===== src/pkg/dccu_defs.vh =====
// Purpose: Constants for the dual capture/compare unit
// Assumes: Plain register port, byte wide registers
// Notes:   Offsets of value bytes and flag register are local choices
`ifndef DCCU_DEFS_VH
`define DCCU_DEFS_VH

// ------------------------------------------------------------
// Register offsets
// ------------------------------------------------------------
`define DCCU_ADDR_W        8
`define DCCU_OFS_U1_CTRL   8'h17
`define DCCU_OFS_U2_CTRL   8'h1d
`define DCCU_OFS_U1_LOW    8'h15
`define DCCU_OFS_U1_HIGH   8'h16
`define DCCU_OFS_U2_LOW    8'h1b
`define DCCU_OFS_U2_HIGH   8'h1c
`define DCCU_OFS_FLAGS     8'h20

// ------------------------------------------------------------
// Control fields
// ------------------------------------------------------------
`define DCCU_CTRL_MASK     8'h3f
`define DCCU_MODE_HI       3
`define DCCU_MODE_LO       0
`define DCCU_DUTY_HI       5
`define DCCU_DUTY_LO       4

// ------------------------------------------------------------
// Mode codes
// ------------------------------------------------------------
`define DCCU_M_OFF         4'h0
`define DCCU_M_CAP_FALL    4'h4
`define DCCU_M_CAP_RISE    4'h5
`define DCCU_M_CAP_RISE4   4'h6
`define DCCU_M_CAP_RISE16  4'h7
`define DCCU_M_CMP_SET     4'h8
`define DCCU_M_CMP_CLR     4'h9
`define DCCU_M_CMP_SOFT    4'ha
`define DCCU_M_CMP_TRIG    4'hb
`define DCCU_PRE4_LAST     4'h3
`define DCCU_PRE16_LAST    4'hf

`endif


===== src/dccu_top.v =====
// Purpose: Two capture/compare/PWM units behind a byte register port
// Assumes: Wide and period timers live outside; values sync to CLK_IN
// Notes:   Unit 2 trigger also requests a conversion when enabled
`include "dccu_defs.vh"

// Overview of operation
// - Both units identical except trigger effect
// - Value register is two byte registers
// - Code 1011 flags, resets timer, unit2 starts conversion
// - Capture/compare use wide timer, PWM period timer
// - Both PWMs share the period timer
// - Control bits 5:4 hold duty low bits
// - Code 0000 disables and resets unit
// - Mode in bits 3:0, 11xx is PWM
// - Capture codes pick edge and prescale
// - Codes 1000/1001 set/clear pin, flag
// - Code 1010 flags only
// - Capture copies wide timer into value
// - Capture sets flag until software clears
// - New capture overwrites unread value
// - Port write on output pin captures
// - Mode change may set flag falsely
// - Prescaler cleared when off or not capture
// - Prescaler switch keeps counter
// - Compare continuously, action and flag together
// - Zero control forces output latch low
// - Trigger reset never sets overflow flag
module dccu_top
(
    input  wire        CLK_IN,          // 250 MHz clock
    input  wire        RST_IN,          // Sync reset, high
    input  wire [7:0]  ADDR_IN,         // Register address
    input  wire [7:0]  WDATA_IN,        // Write data
    input  wire        WR_IN,           // Write strobe
    input  wire        RD_IN,           // Read strobe
    output reg  [7:0]  RDATA_OUT,       // Read data, next cycle
    input  wire [15:0] WIDE_TIMER_IN,   // Wide timer value
    input  wire [7:0]  PERIOD_TIMER_IN, // Period timer value
    input  wire [1:0]  PERIOD_SUB_IN,   // Period timer sub count
    input  wire        PERIOD_WRAP_IN,  // Period timer matched period
    input  wire        ADC_ENABLE_IN,   // Converter enabled
    input  wire [1:0]  PORT_LATCH_IN,   // Port data latch, per unit
    input  wire [1:0]  PORT_DIR_IN,     // Port direction, 1 = input
    input  wire [1:0]  PIN_IN,          // Unit pin levels
    output wire [1:0]  PIN_OUT,         // Unit pin drive levels
    output wire [1:0]  PIN_OE_OUT,      // Unit pin drive enables
    output reg         WIDE_RESET_OUT,  // Clear wide timer, no overflow
    output reg         ADC_START_OUT,   // Start a conversion
    output reg  [1:0]  FLAG_OUT         // Unit flags
);

    reg  [7:0] ctrl [0:1];
    reg  [1:0] pin_s1;
    reg  [1:0] pin_s2;
    wire [7:0] low_v   [0:1];
    wire [7:0] high_v  [0:1];
    wire [1:0] latch_v;
    wire [1:0] set_v;
    wire [1:0] trig_v;
    wire [1:0] pwm_v;
    wire [1:0] drive_v;
    wire [1:0] eff_pin;
    wire       wr_c1 = WR_IN && (ADDR_IN == `DCCU_OFS_U1_CTRL);
    wire       wr_c2 = WR_IN && (ADDR_IN == `DCCU_OFS_U2_CTRL);

    // ------------------------------------------------------------
    // Pin synchroniser; output pin level is looped back
    // ------------------------------------------------------------
    always @(posedge CLK_IN)
    begin
        if (RST_IN)
        begin
            pin_s1 <= 2'b00;
            pin_s2 <= 2'b00;
        end
        else
        begin
            pin_s1 <= PIN_IN;
            pin_s2 <= pin_s1;
        end
    end

    // Output pin reflects port latch, so a port write edges the capture input
    assign eff_pin    = pin_s2;
    assign PIN_OE_OUT = ~PORT_DIR_IN;
    assign PIN_OUT    = {drive_v[1] ? latch_v[1] : PORT_LATCH_IN[1],
                         drive_v[0] ? latch_v[0] : PORT_LATCH_IN[0]};

    // ------------------------------------------------------------
    // Units
    // ------------------------------------------------------------
    dccu_unit u_unit1
    (
        .clk_in         (CLK_IN),
        .rst_in         (RST_IN),
        .ctrl_in        (ctrl[0]),
        .ctrl_wr_in     (wr_c1),
        .low_wr_in      (WR_IN && ADDR_IN == `DCCU_OFS_U1_LOW),
        .high_wr_in     (WR_IN && ADDR_IN == `DCCU_OFS_U1_HIGH),
        .wdata_in       (WDATA_IN),
        .wide_in        (WIDE_TIMER_IN),
        .period_in      (PERIOD_TIMER_IN),
        .period_sub_in  (PERIOD_SUB_IN),
        .period_wrap_in (PERIOD_WRAP_IN),
        .pin_in         (eff_pin[0]),
        .low_out        (low_v[0]),
        .high_out       (high_v[0]),
        .out_latch_out  (latch_v[0]),
        .flag_set_out   (set_v[0]),
        .trig_out       (trig_v[0]),
        .pwm_mode_out   (pwm_v[0]),
        .drive_out      (drive_v[0])
    );

    dccu_unit u_unit2
    (
        .clk_in         (CLK_IN),
        .rst_in         (RST_IN),
        .ctrl_in        (ctrl[1]),
        .ctrl_wr_in     (wr_c2),
        .low_wr_in      (WR_IN && ADDR_IN == `DCCU_OFS_U2_LOW),
        .high_wr_in     (WR_IN && ADDR_IN == `DCCU_OFS_U2_HIGH),
        .wdata_in       (WDATA_IN),
        .wide_in        (WIDE_TIMER_IN),
        .period_in      (PERIOD_TIMER_IN),
        .period_sub_in  (PERIOD_SUB_IN),
        .period_wrap_in (PERIOD_WRAP_IN),
        .pin_in         (eff_pin[1]),
        .low_out        (low_v[1]),
        .high_out       (high_v[1]),
        .out_latch_out  (latch_v[1]),
        .flag_set_out   (set_v[1]),
        .trig_out       (trig_v[1]),
        .pwm_mode_out   (pwm_v[1]),
        .drive_out      (drive_v[1])
    );

    // ------------------------------------------------------------
    // Registers, flags and trigger outputs
    // ------------------------------------------------------------
    always @(posedge CLK_IN)
    begin
        if (RST_IN)
        begin
            ctrl[0]        <= 8'h00;
            ctrl[1]        <= 8'h00;
            FLAG_OUT       <= 2'b00;
            WIDE_RESET_OUT <= 1'b0;
            ADC_START_OUT  <= 1'b0;
            RDATA_OUT      <= 8'h00;
        end
        else
        begin
            if (wr_c1)
                ctrl[0] <= WDATA_IN & `DCCU_CTRL_MASK;
            if (wr_c2)
                ctrl[1] <= WDATA_IN & `DCCU_CTRL_MASK;
            // Set wins over a software clear in the same cycle
            if (WR_IN && ADDR_IN == `DCCU_OFS_FLAGS)
                FLAG_OUT <= (FLAG_OUT & ~WDATA_IN[1:0]) | set_v;
            else
                FLAG_OUT <= FLAG_OUT | set_v;
            WIDE_RESET_OUT <= trig_v[0] | trig_v[1];
            ADC_START_OUT  <= trig_v[1] & ADC_ENABLE_IN;
            RDATA_OUT      <= 8'h00;
            if (RD_IN)
            begin
                case (ADDR_IN)
                    `DCCU_OFS_U1_CTRL: RDATA_OUT <= ctrl[0];
                    `DCCU_OFS_U2_CTRL: RDATA_OUT <= ctrl[1];
                    `DCCU_OFS_U1_LOW:  RDATA_OUT <= low_v[0];
                    `DCCU_OFS_U1_HIGH: RDATA_OUT <= high_v[0];
                    `DCCU_OFS_U2_LOW:  RDATA_OUT <= low_v[1];
                    `DCCU_OFS_U2_HIGH: RDATA_OUT <= high_v[1];
                    `DCCU_OFS_FLAGS:   RDATA_OUT <= {6'h00, FLAG_OUT};
                    default:           RDATA_OUT <= 8'h00;
                endcase
            end
        end
    end

endmodule // dccu_top


===== src/dccu_unit.v =====
// Purpose: One capture/compare/PWM unit
// Assumes: Timers and pin level synchronous to CLK_IN
// Notes:   Trigger output is one cycle; top decides its effect
`include "dccu_defs.vh"

module dccu_unit
(
    input  wire        clk_in,        // System clock
    input  wire        rst_in,        // Sync reset
    input  wire [7:0]  ctrl_in,       // Control register
    input  wire        ctrl_wr_in,    // Control written this cycle
    input  wire        low_wr_in,     // Low byte write
    input  wire        high_wr_in,    // High byte write
    input  wire [7:0]  wdata_in,      // Write data
    input  wire [15:0] wide_in,       // Wide timer value
    input  wire [7:0]  period_in,     // Period timer value
    input  wire [1:0]  period_sub_in, // Period timer sub count
    input  wire        period_wrap_in,// Period timer wraps
    input  wire        pin_in,        // Synchronised pin level
    output reg  [7:0]  low_out,       // Value low byte
    output reg  [7:0]  high_out,      // Value high byte
    output reg         out_latch_out, // Compare/PWM output latch
    output wire        flag_set_out,  // Flag set pulse
    output wire        trig_out,      // Special event pulse
    output wire        pwm_mode_out,  // Unit in PWM
    output wire        drive_out      // Unit drives the pin
);

    wire [3:0] mode = ctrl_in[`DCCU_MODE_HI:`DCCU_MODE_LO];
    wire [1:0] duty_lsb = ctrl_in[`DCCU_DUTY_HI:`DCCU_DUTY_LO];
    wire cap_mode = (mode[3:2] == 2'b01);
    wire cmp_mode = (mode[3:2] == 2'b10);
    wire pwm_mode = (mode[3:2] == 2'b11);

    reg        pin_q;
    reg [3:0]  pre_cnt;
    reg [1:0]  duty_lsb_q;
    reg        match_q;

    // ------------------------------------------------------------
    // Edge detect and prescaler
    // ------------------------------------------------------------
    wire rise = pin_in & ~pin_q;
    wire fall = ~pin_in & pin_q;
    wire [3:0] pre_last = (mode == `DCCU_M_CAP_RISE4) ? `DCCU_PRE4_LAST
                                                      : `DCCU_PRE16_LAST;
    wire pre_hit = rise && (pre_cnt == pre_last);
    reg  capture;
    always @*
    begin
        case (mode)
            `DCCU_M_CAP_FALL:   capture = fall;
            `DCCU_M_CAP_RISE:   capture = rise;
            `DCCU_M_CAP_RISE4:  capture = pre_hit;
            `DCCU_M_CAP_RISE16: capture = pre_hit;
            default:            capture = 1'b0;
        endcase
    end

    // ------------------------------------------------------------
    // Compare and PWM
    // ------------------------------------------------------------
    wire match = cmp_mode && ({high_out, low_out} == wide_in);
    wire match_edge = match && !match_q;
    wire pwm_clear = ({high_out, duty_lsb_q} == {period_in, period_sub_in});

    assign flag_set_out = capture | match_edge;
    assign trig_out     = match_edge && (mode == `DCCU_M_CMP_TRIG);
    assign pwm_mode_out = pwm_mode;
    assign drive_out    = cmp_mode | pwm_mode;

    always @(posedge clk_in)
    begin
        if (rst_in)
        begin
            pin_q         <= 1'b0;
            pre_cnt       <= 4'h0;
            duty_lsb_q    <= 2'h0;
            match_q       <= 1'b0;
            low_out       <= 8'h00;
            high_out      <= 8'h00;
            out_latch_out <= 1'b0;
        end
        else
        begin
            pin_q   <= pin_in;
            match_q <= match;
            if (!cap_mode || (ctrl_wr_in && mode == `DCCU_M_OFF))
                pre_cnt <= 4'h0;
            else if (rise)
                pre_cnt <= pre_hit ? 4'h0 : pre_cnt + 4'h1;
            if (capture)
            begin
                low_out  <= wide_in[7:0];
                high_out <= wide_in[15:8];
            end
            else
            begin
                if (low_wr_in)
                    low_out <= wdata_in;
                if (high_wr_in && !pwm_mode)
                    high_out <= wdata_in;
                if (pwm_mode && period_wrap_in)
                begin
                    high_out   <= low_out;
                    duty_lsb_q <= duty_lsb;
                end
            end
            if (mode == `DCCU_M_OFF)
                out_latch_out <= 1'b0;
            else if (match_edge && mode == `DCCU_M_CMP_SET)
                out_latch_out <= 1'b1;
            else if (match_edge && mode == `DCCU_M_CMP_CLR)
                out_latch_out <= 1'b0;
            else if (pwm_mode && period_wrap_in)
                out_latch_out <= (low_out != 8'h00) || (duty_lsb != 2'h0);
            else if (pwm_mode && pwm_clear)
                out_latch_out <= 1'b0;
        end
    end

endmodule // dccu_unit


===== config.mk =====
export PLATFORM = sky130hd
export DESIGN_NAME = dccu_top
export DESIGN_NICKNAME = d
export VERILOG_FILES = /design/src/dccu_top.v /design/src/dccu_unit.v
export VERILOG_INCLUDE_DIRS = /design/src /design/src/pkg
export SDC_FILE = /design/constraint.sdc
export NUM_CORES = 1
export LEC_CHECK = 0
export BUFFER_PORTS_ARGS = -buffer_cell sky130_fd_sc_hd__buf_2
export CAP_MARGIN = 20
export CELL_PAD_IN_SITES_DETAIL_PLACEMENT = 0
export CELL_PAD_IN_SITES_GLOBAL_PLACEMENT = 1
export CORE_UTILIZATION = 44
export DETAILED_ROUTE_END_ITERATION = 16
export PLACE_DENSITY = 0.83
export SLEW_MARGIN = 25
export SYNTH_ARGS = -nofsm -noshare
export SYNTH_HDL_FRONTEND = slang
export SYNTH_HIERARCHICAL = 1
export SYNTH_SLANG_ARGS = --single-unit

===== constraint.sdc =====
create_clock -name CLK_IN -period 2.5 [get_ports CLK_IN]
set_input_delay 0.5 -clock CLK_IN [delete_from_list [all_inputs] [get_ports CLK_IN]]
set_output_delay 0.5 -clock CLK_IN [all_outputs]
set_load 0.05 [all_outputs]

==> metrics.cfg, run 1 <==
[synth]
synth_area_per_cell_um2=9.31
postSynthNetCount=583
yosysWarnings=6
syn_area_um2=4900
syn_inst=527

[die]
floorplan.die_area_um2=11600
die_y_um=108
die_width_um=108
initial_core_utilization=0.452
placeableCoreArea_um2=10800
rows=38
io_pins=70

[global_routing]
grt_antenna_before_repair=0
grt_start_max_net_pins=34
first_global_vias=4392
grt_pass1_wl_um=23600
globalRouteTotalUtil=0.275
grt_overflow_total=0

[clock_network]
cts_num_sinks=78
ctsLongestPathBuffers=2
h-tree-depth=3
tritoncts_clock_tree=built
clk_tree_root_cell=clkbuf_8
cts-buffers-inserted=9
clock_insertion_delay_worst_skew_ns=0.37
path_clk_slew_ns=0.08
post_cts.repair.setup_buffers=0
cts_hold_buf=0
postCtsResizedCells=0

[routing]
per_cell_via_count_in_the_routed_design=6.06
route.antenna.remaining_nets=0
dr_drc_count=2
drt_iter0_markers=329
routed_wl_um=15500
routed_wire_length_per_instance_um=20.3
detailroute.via_count=4609
detail_route.first_pass.iterations=11

[job]
timing.max_cap.violations=0

[pwr]
power_density_nw_per_um2=503
power_leakage_uw=0.00244
max-vdd-ir-drop_mv=0.378

[placed_design]
gp_congestion=0.922
dpl_wire_length_um=11500
port_buffers=69
preCtsSetupSlack_ns=0.139

[setup_path]
crit_type=flop to flop
timing.critical_path.slowest_stage_cell=or4b_1
r2r-start=u_unit2/high_out[3]
maximum_fanout_along_the_worst_path=4
critPathLaunchType=flop
ff2ff_setup_slack_ns=0.33
cp.required_ns=2.78
r2r_cells=5
worstPathArrival_ns=2.45
worstPathCellList=xor2_1 > nor4_1 > nand4_1 > or4b_1 > a221oi_2
cp-startpoint=u_unit2/high_out[3]
timing.critical_path.slowest_cell_delay_ns=0.60
crit_path_end_kind=flop
worst_setup_path_endpoint=u_unit2/out_latch_out
critical_path.reg2reg.endpoint=u_unit2/out_latch_out

[timing]
setup_tns_ns=0
fin_skew_ns=0.0108
fmax_mhz=460
timing.max_slew.rel_slack=0.641
report.final.hold_viol_count=0
timing.final.ws_setup_ns=0.328
setup_viol_count_final=0
max_slew.worst_pin.slew_ns=0.538
layout_worst_path_cycle_share=0.869
slew_viol_final=0
period_needed_ns=2.17
rsz0062_at_grt=no

[outcome]
run_status=complete, but fails checks
violations=design-rule violations

[finish]
mostFrequentLayoutCell=buf_2
n_antenna_cell=0
area_growth_syn_to_layout_pct=18.9
post-route-util=0.538
commonest_cells_after_routing_fill_and_taps_aside=69 x buf_2, 66 x dfxtp_1, 36 x xor2_1
final_stage_net_count=671
drive_above_1_share=0.274

[min_path]
worst_hold_path_type=input pin to flop

worst min-delay path by stage:
stage | slack (ns) | from | depth (start not counted) | to
after floorplan | 0.41 | pin_s1[0] | 1 | eff_pin[0]
after global placement | 0.43 | pin_s1[0] | 1 | eff_pin[0]
after global routing | 0.32 | PIN_IN[1] | 2 | pin_s1[1]
final | 0.34 | PIN_IN[0] | 2 | pin_s1[0]
after CTS | 0.32 | PIN_IN[0] | 2 | pin_s1[0]
after detailed placement | 0.42 | pin_s1[1] | 1 | eff_pin[1]
final cells by class:
class,instances,area [um2]
multi-input cells,398,3020
clock buffers,10,128
inverters,22,82.6
well taps,140,175
flip-flops and latches,78,1680
clock inverters,6,86.3
repair buffers,106,661
fillers,1008,5010
where the power goes:
| part | internal, uW | switching [uW] |
|---|---|---|
| Sequential | 1310 | 49.5 |
| Combinational | 221 | 299 |
| Clock | 561 | 490 |
| Total | 2100 | 838 |
through the flow:
step | power (uW) | hold WS (ns) | instance area (um2) | instances
floorplan | 1680 | 0.414 | 4900 | 527
global placement | 1890 | 0.427 | 5620 | 744
detailed placement | 1900 | 0.422 | 5620 | 744
CTS | 2950 | 0.318 | 5830 | 760
global route | 3040 | 0.324 | 5830 | 760
finish | 2930 | 0.337 | 5830 | 760
critical path: cells and delay by family, from the launching register on:
family	cells	cell delay, ns
compound gates	1	0.32
simple gates	3	1.20
xor+xnor	1	0.18
flops	1	0.38
per-layer routing:
metal | GRT usage | share of wire
met1 | 0.360 | 0.44
met2 | 0.426 | 0.45
met3 | 0.0678 | 0.072
met4 | 0.118 | 0.035
met5 | 0 | 0
state kept, by name, indices dropped and copies added, names as in the netlist:
register	cells
u_unit2/match_q	1
u_unit2/high_out	8
u_unit2/out_latch_out	1
WIDE_RESET_OUT	1
u_unit1/high_out	8
pin_s1	2
ADC_START_OUT	1
u_unit1/out_latch_out	1
u_unit1/pre_cnt	4
FLAG_OUT	2
u_unit2/duty_lsb_q	2
u_unit1/pin_q	1
u_unit2/pin_q	1
u_unit1/low_out	8
u_unit2/low_out	8
eff_pin	2
u_unit1/duty_lsb_q	2
ctrl	12
u_unit2/pre_cnt	4
u_unit1/match_q	1
RDATA_OUT	8
(Power assumes the default switching activity.)
==> run 2: changes to the inputs <==
Settings changed: PLACE_DENSITY 0.83 to not set, PLACE_DENSITY_LB_ADDON set to 0.1.
==> metrics.cfg, run 2 (synthesized netlist as in run 1, its figures left out) <==
[clock_network]
h-tree-depth=3
clock_insertion_delay_worst_skew_ns=0.37
cts_hold_buf=0
path_clk_slew_ns=0.09
ctsLongestPathBuffers=2
clk_tree_root_cell=clkbuf_8
postCtsResizedCells=0
post_cts.repair.setup_buffers=0
cts_num_sinks=78
tritoncts_clock_tree=built
cts-buffers-inserted=9

[routing]
per_cell_via_count_in_the_routed_design=6.03
drt_iter0_markers=408
dr_drc_count=0
routed_wl_um=16200
detailroute.via_count=4648
routed_wire_length_per_instance_um=21.0
detail_route.first_pass.iterations=5
route.antenna.remaining_nets=0

[timing]
max_slew.worst_pin.slew_ns=0.547
rsz0062_at_grt=no
period_needed_ns=2.23
setup_tns_ns=0
timing.max_slew.rel_slack=0.635
fin_skew_ns=0.0112
slew_viol_final=0
report.final.hold_viol_count=0
setup_viol_count_final=0
timing.final.ws_setup_ns=0.273
layout_worst_path_cycle_share=0.891
fmax_mhz=449

[global_routing]
grt_antenna_before_repair=0
grt_pass1_wl_um=24800
grt_overflow_total=0
first_global_vias=4497
globalRouteTotalUtil=0.292
grt_start_max_net_pins=34

[placed_design]
port_buffers=69
dpl_wire_length_um=12000
gp_congestion=0.882
preCtsSetupSlack_ns=0.0642
placed_area_um2=5670

[setup_path]
cp.required_ns=2.81
critPathBufInv=0
timing.critical_path.slowest_cell_delay_ns=0.55
timing.critical_path.max_delay_family=simple AND/OR/NAND/NOR gates
critPathLaunchType=flop
most_frequent_cell_on_critical_path=nor2_1
crit_path_end_kind=flop
timing.critical_path.slowest_stage_cell=or3b_2
crit_type=flop to flop
maximum_fanout_along_the_worst_path=4
worstPathCellList=xor2_1 > nor4_1 > nand4_1 > or3b_2 > nor2_1 > nor2_1 > nor2_1
worstPathArrival_ns=2.54

[finish]
max_reg_flops=12
largest_register=ctrl
ff_latch_area_um2=1680
n_antenna_cell=0
post-route-util=0.542
drive_above_1_share=0.288
area_growth_syn_to_layout_pct=19.8
stdcell_area_um2=5880
multi_input_area_um2=3020
commonest_cells_after_routing_fill_and_taps_aside=69 x buf_2, 66 x dfxtp_1, 47 x buf_4
fillerInstances=1034
mostFrequentLayoutCell=buf_2
final_stage_net_count=682

[pwr]
netSwitchingPower_uw=895
max-vdd-ir-drop_mv=0.229
switching_share=0.308
power.sequential.fraction=0.468
power.internal_uw=2010
power_leakage_uw=0.00249
pwr-share-comb=0.183
power_density_nw_per_um2=495
power.share.clock=0.349

[die]
placeableCoreArea_um2=10800
initial_core_utilization=0.452
rows=38
floorplan.die_area_um2=11600
die_width_um=108
io_pins=70
die_y_um=108

[min_path]
worst_hold_path_type=input pin to flop

[outcome]
run_status=complete, no violations

[job]
timing.max_cap.violations=0

run 2: changes by cell type in the layout (fill, tap and decap cells not counted):
| cell | change |
|---|---|
| buf_4 | +13 |
| buf_12 | -2 |
| inv_6 | +2 |
| clkinv_2 | -2 |
| clkinv_4 | +2 |
| clkbuf_1 | -1 |
| bufinv_16 | -1 |
run 2: layout make-up:
| type | instances | area share |
|---|---|---|
| multi-input cells | 398 | 0.513 |
| well taps | 140 | 0.0298 |
| flip-flops and latches | 78 | 0.286 |
| clock inverters | 7 | 0.0138 |
| repair buffers | 117 | 0.122 |
| clock buffers | 9 | 0.0211 |
| inverters | 22 | 0.0140 |
run 2: metal layers:
layer,track usage,up-vias,share of wire,routed length [um]
met1,0.390,2256,0.45,7330
li1,-,2151,-,-
met2,0.443,201,0.45,7280
met4,0.167,0,0.037,607
met3,0.0478,40,0.062,1010
met5,0,-,0,0
run 2: stage by stage:
stage | total power (uW) | hold slack, ns | cells
detailed placement | 1910 | 0.428 | 755
floorplan | 1680 | 0.414 | 527
finish | 2910 | 0.337 | 771
CTS | 2920 | 0.319 | 771
global route | 3020 | 0.329 | 771
global placement | 1910 | 0.417 | 755
run 2: power groups by stage:
stage | logic (uW) | clock network [uW] | registers (uW)
6_report | 533 | 1020 | 1360
3_5_place_dp | 524 | 0 | 1390
3_3_place_gp | 518 | 0 | 1390
5_1_grt | 571 | 1090 | 1370
2_1_floorplan | 297 | 0 | 1390
4_1_cts | 526 | 1040 | 1360
run 2: final timing paths:
path	from	end	slack, ns	cells past startpoint
worst max-delay path	u_unit2/low_out[0]	WIDE_RESET_OUT	0.27	7
worst min-delay path	PIN_IN[1]	pin_s1[1]	0.34	2
worst max register to register	u_unit2/low_out[0]	WIDE_RESET_OUT	0.27	7
worst min register to register	pin_s1[1]	eff_pin[1]	0.45	1
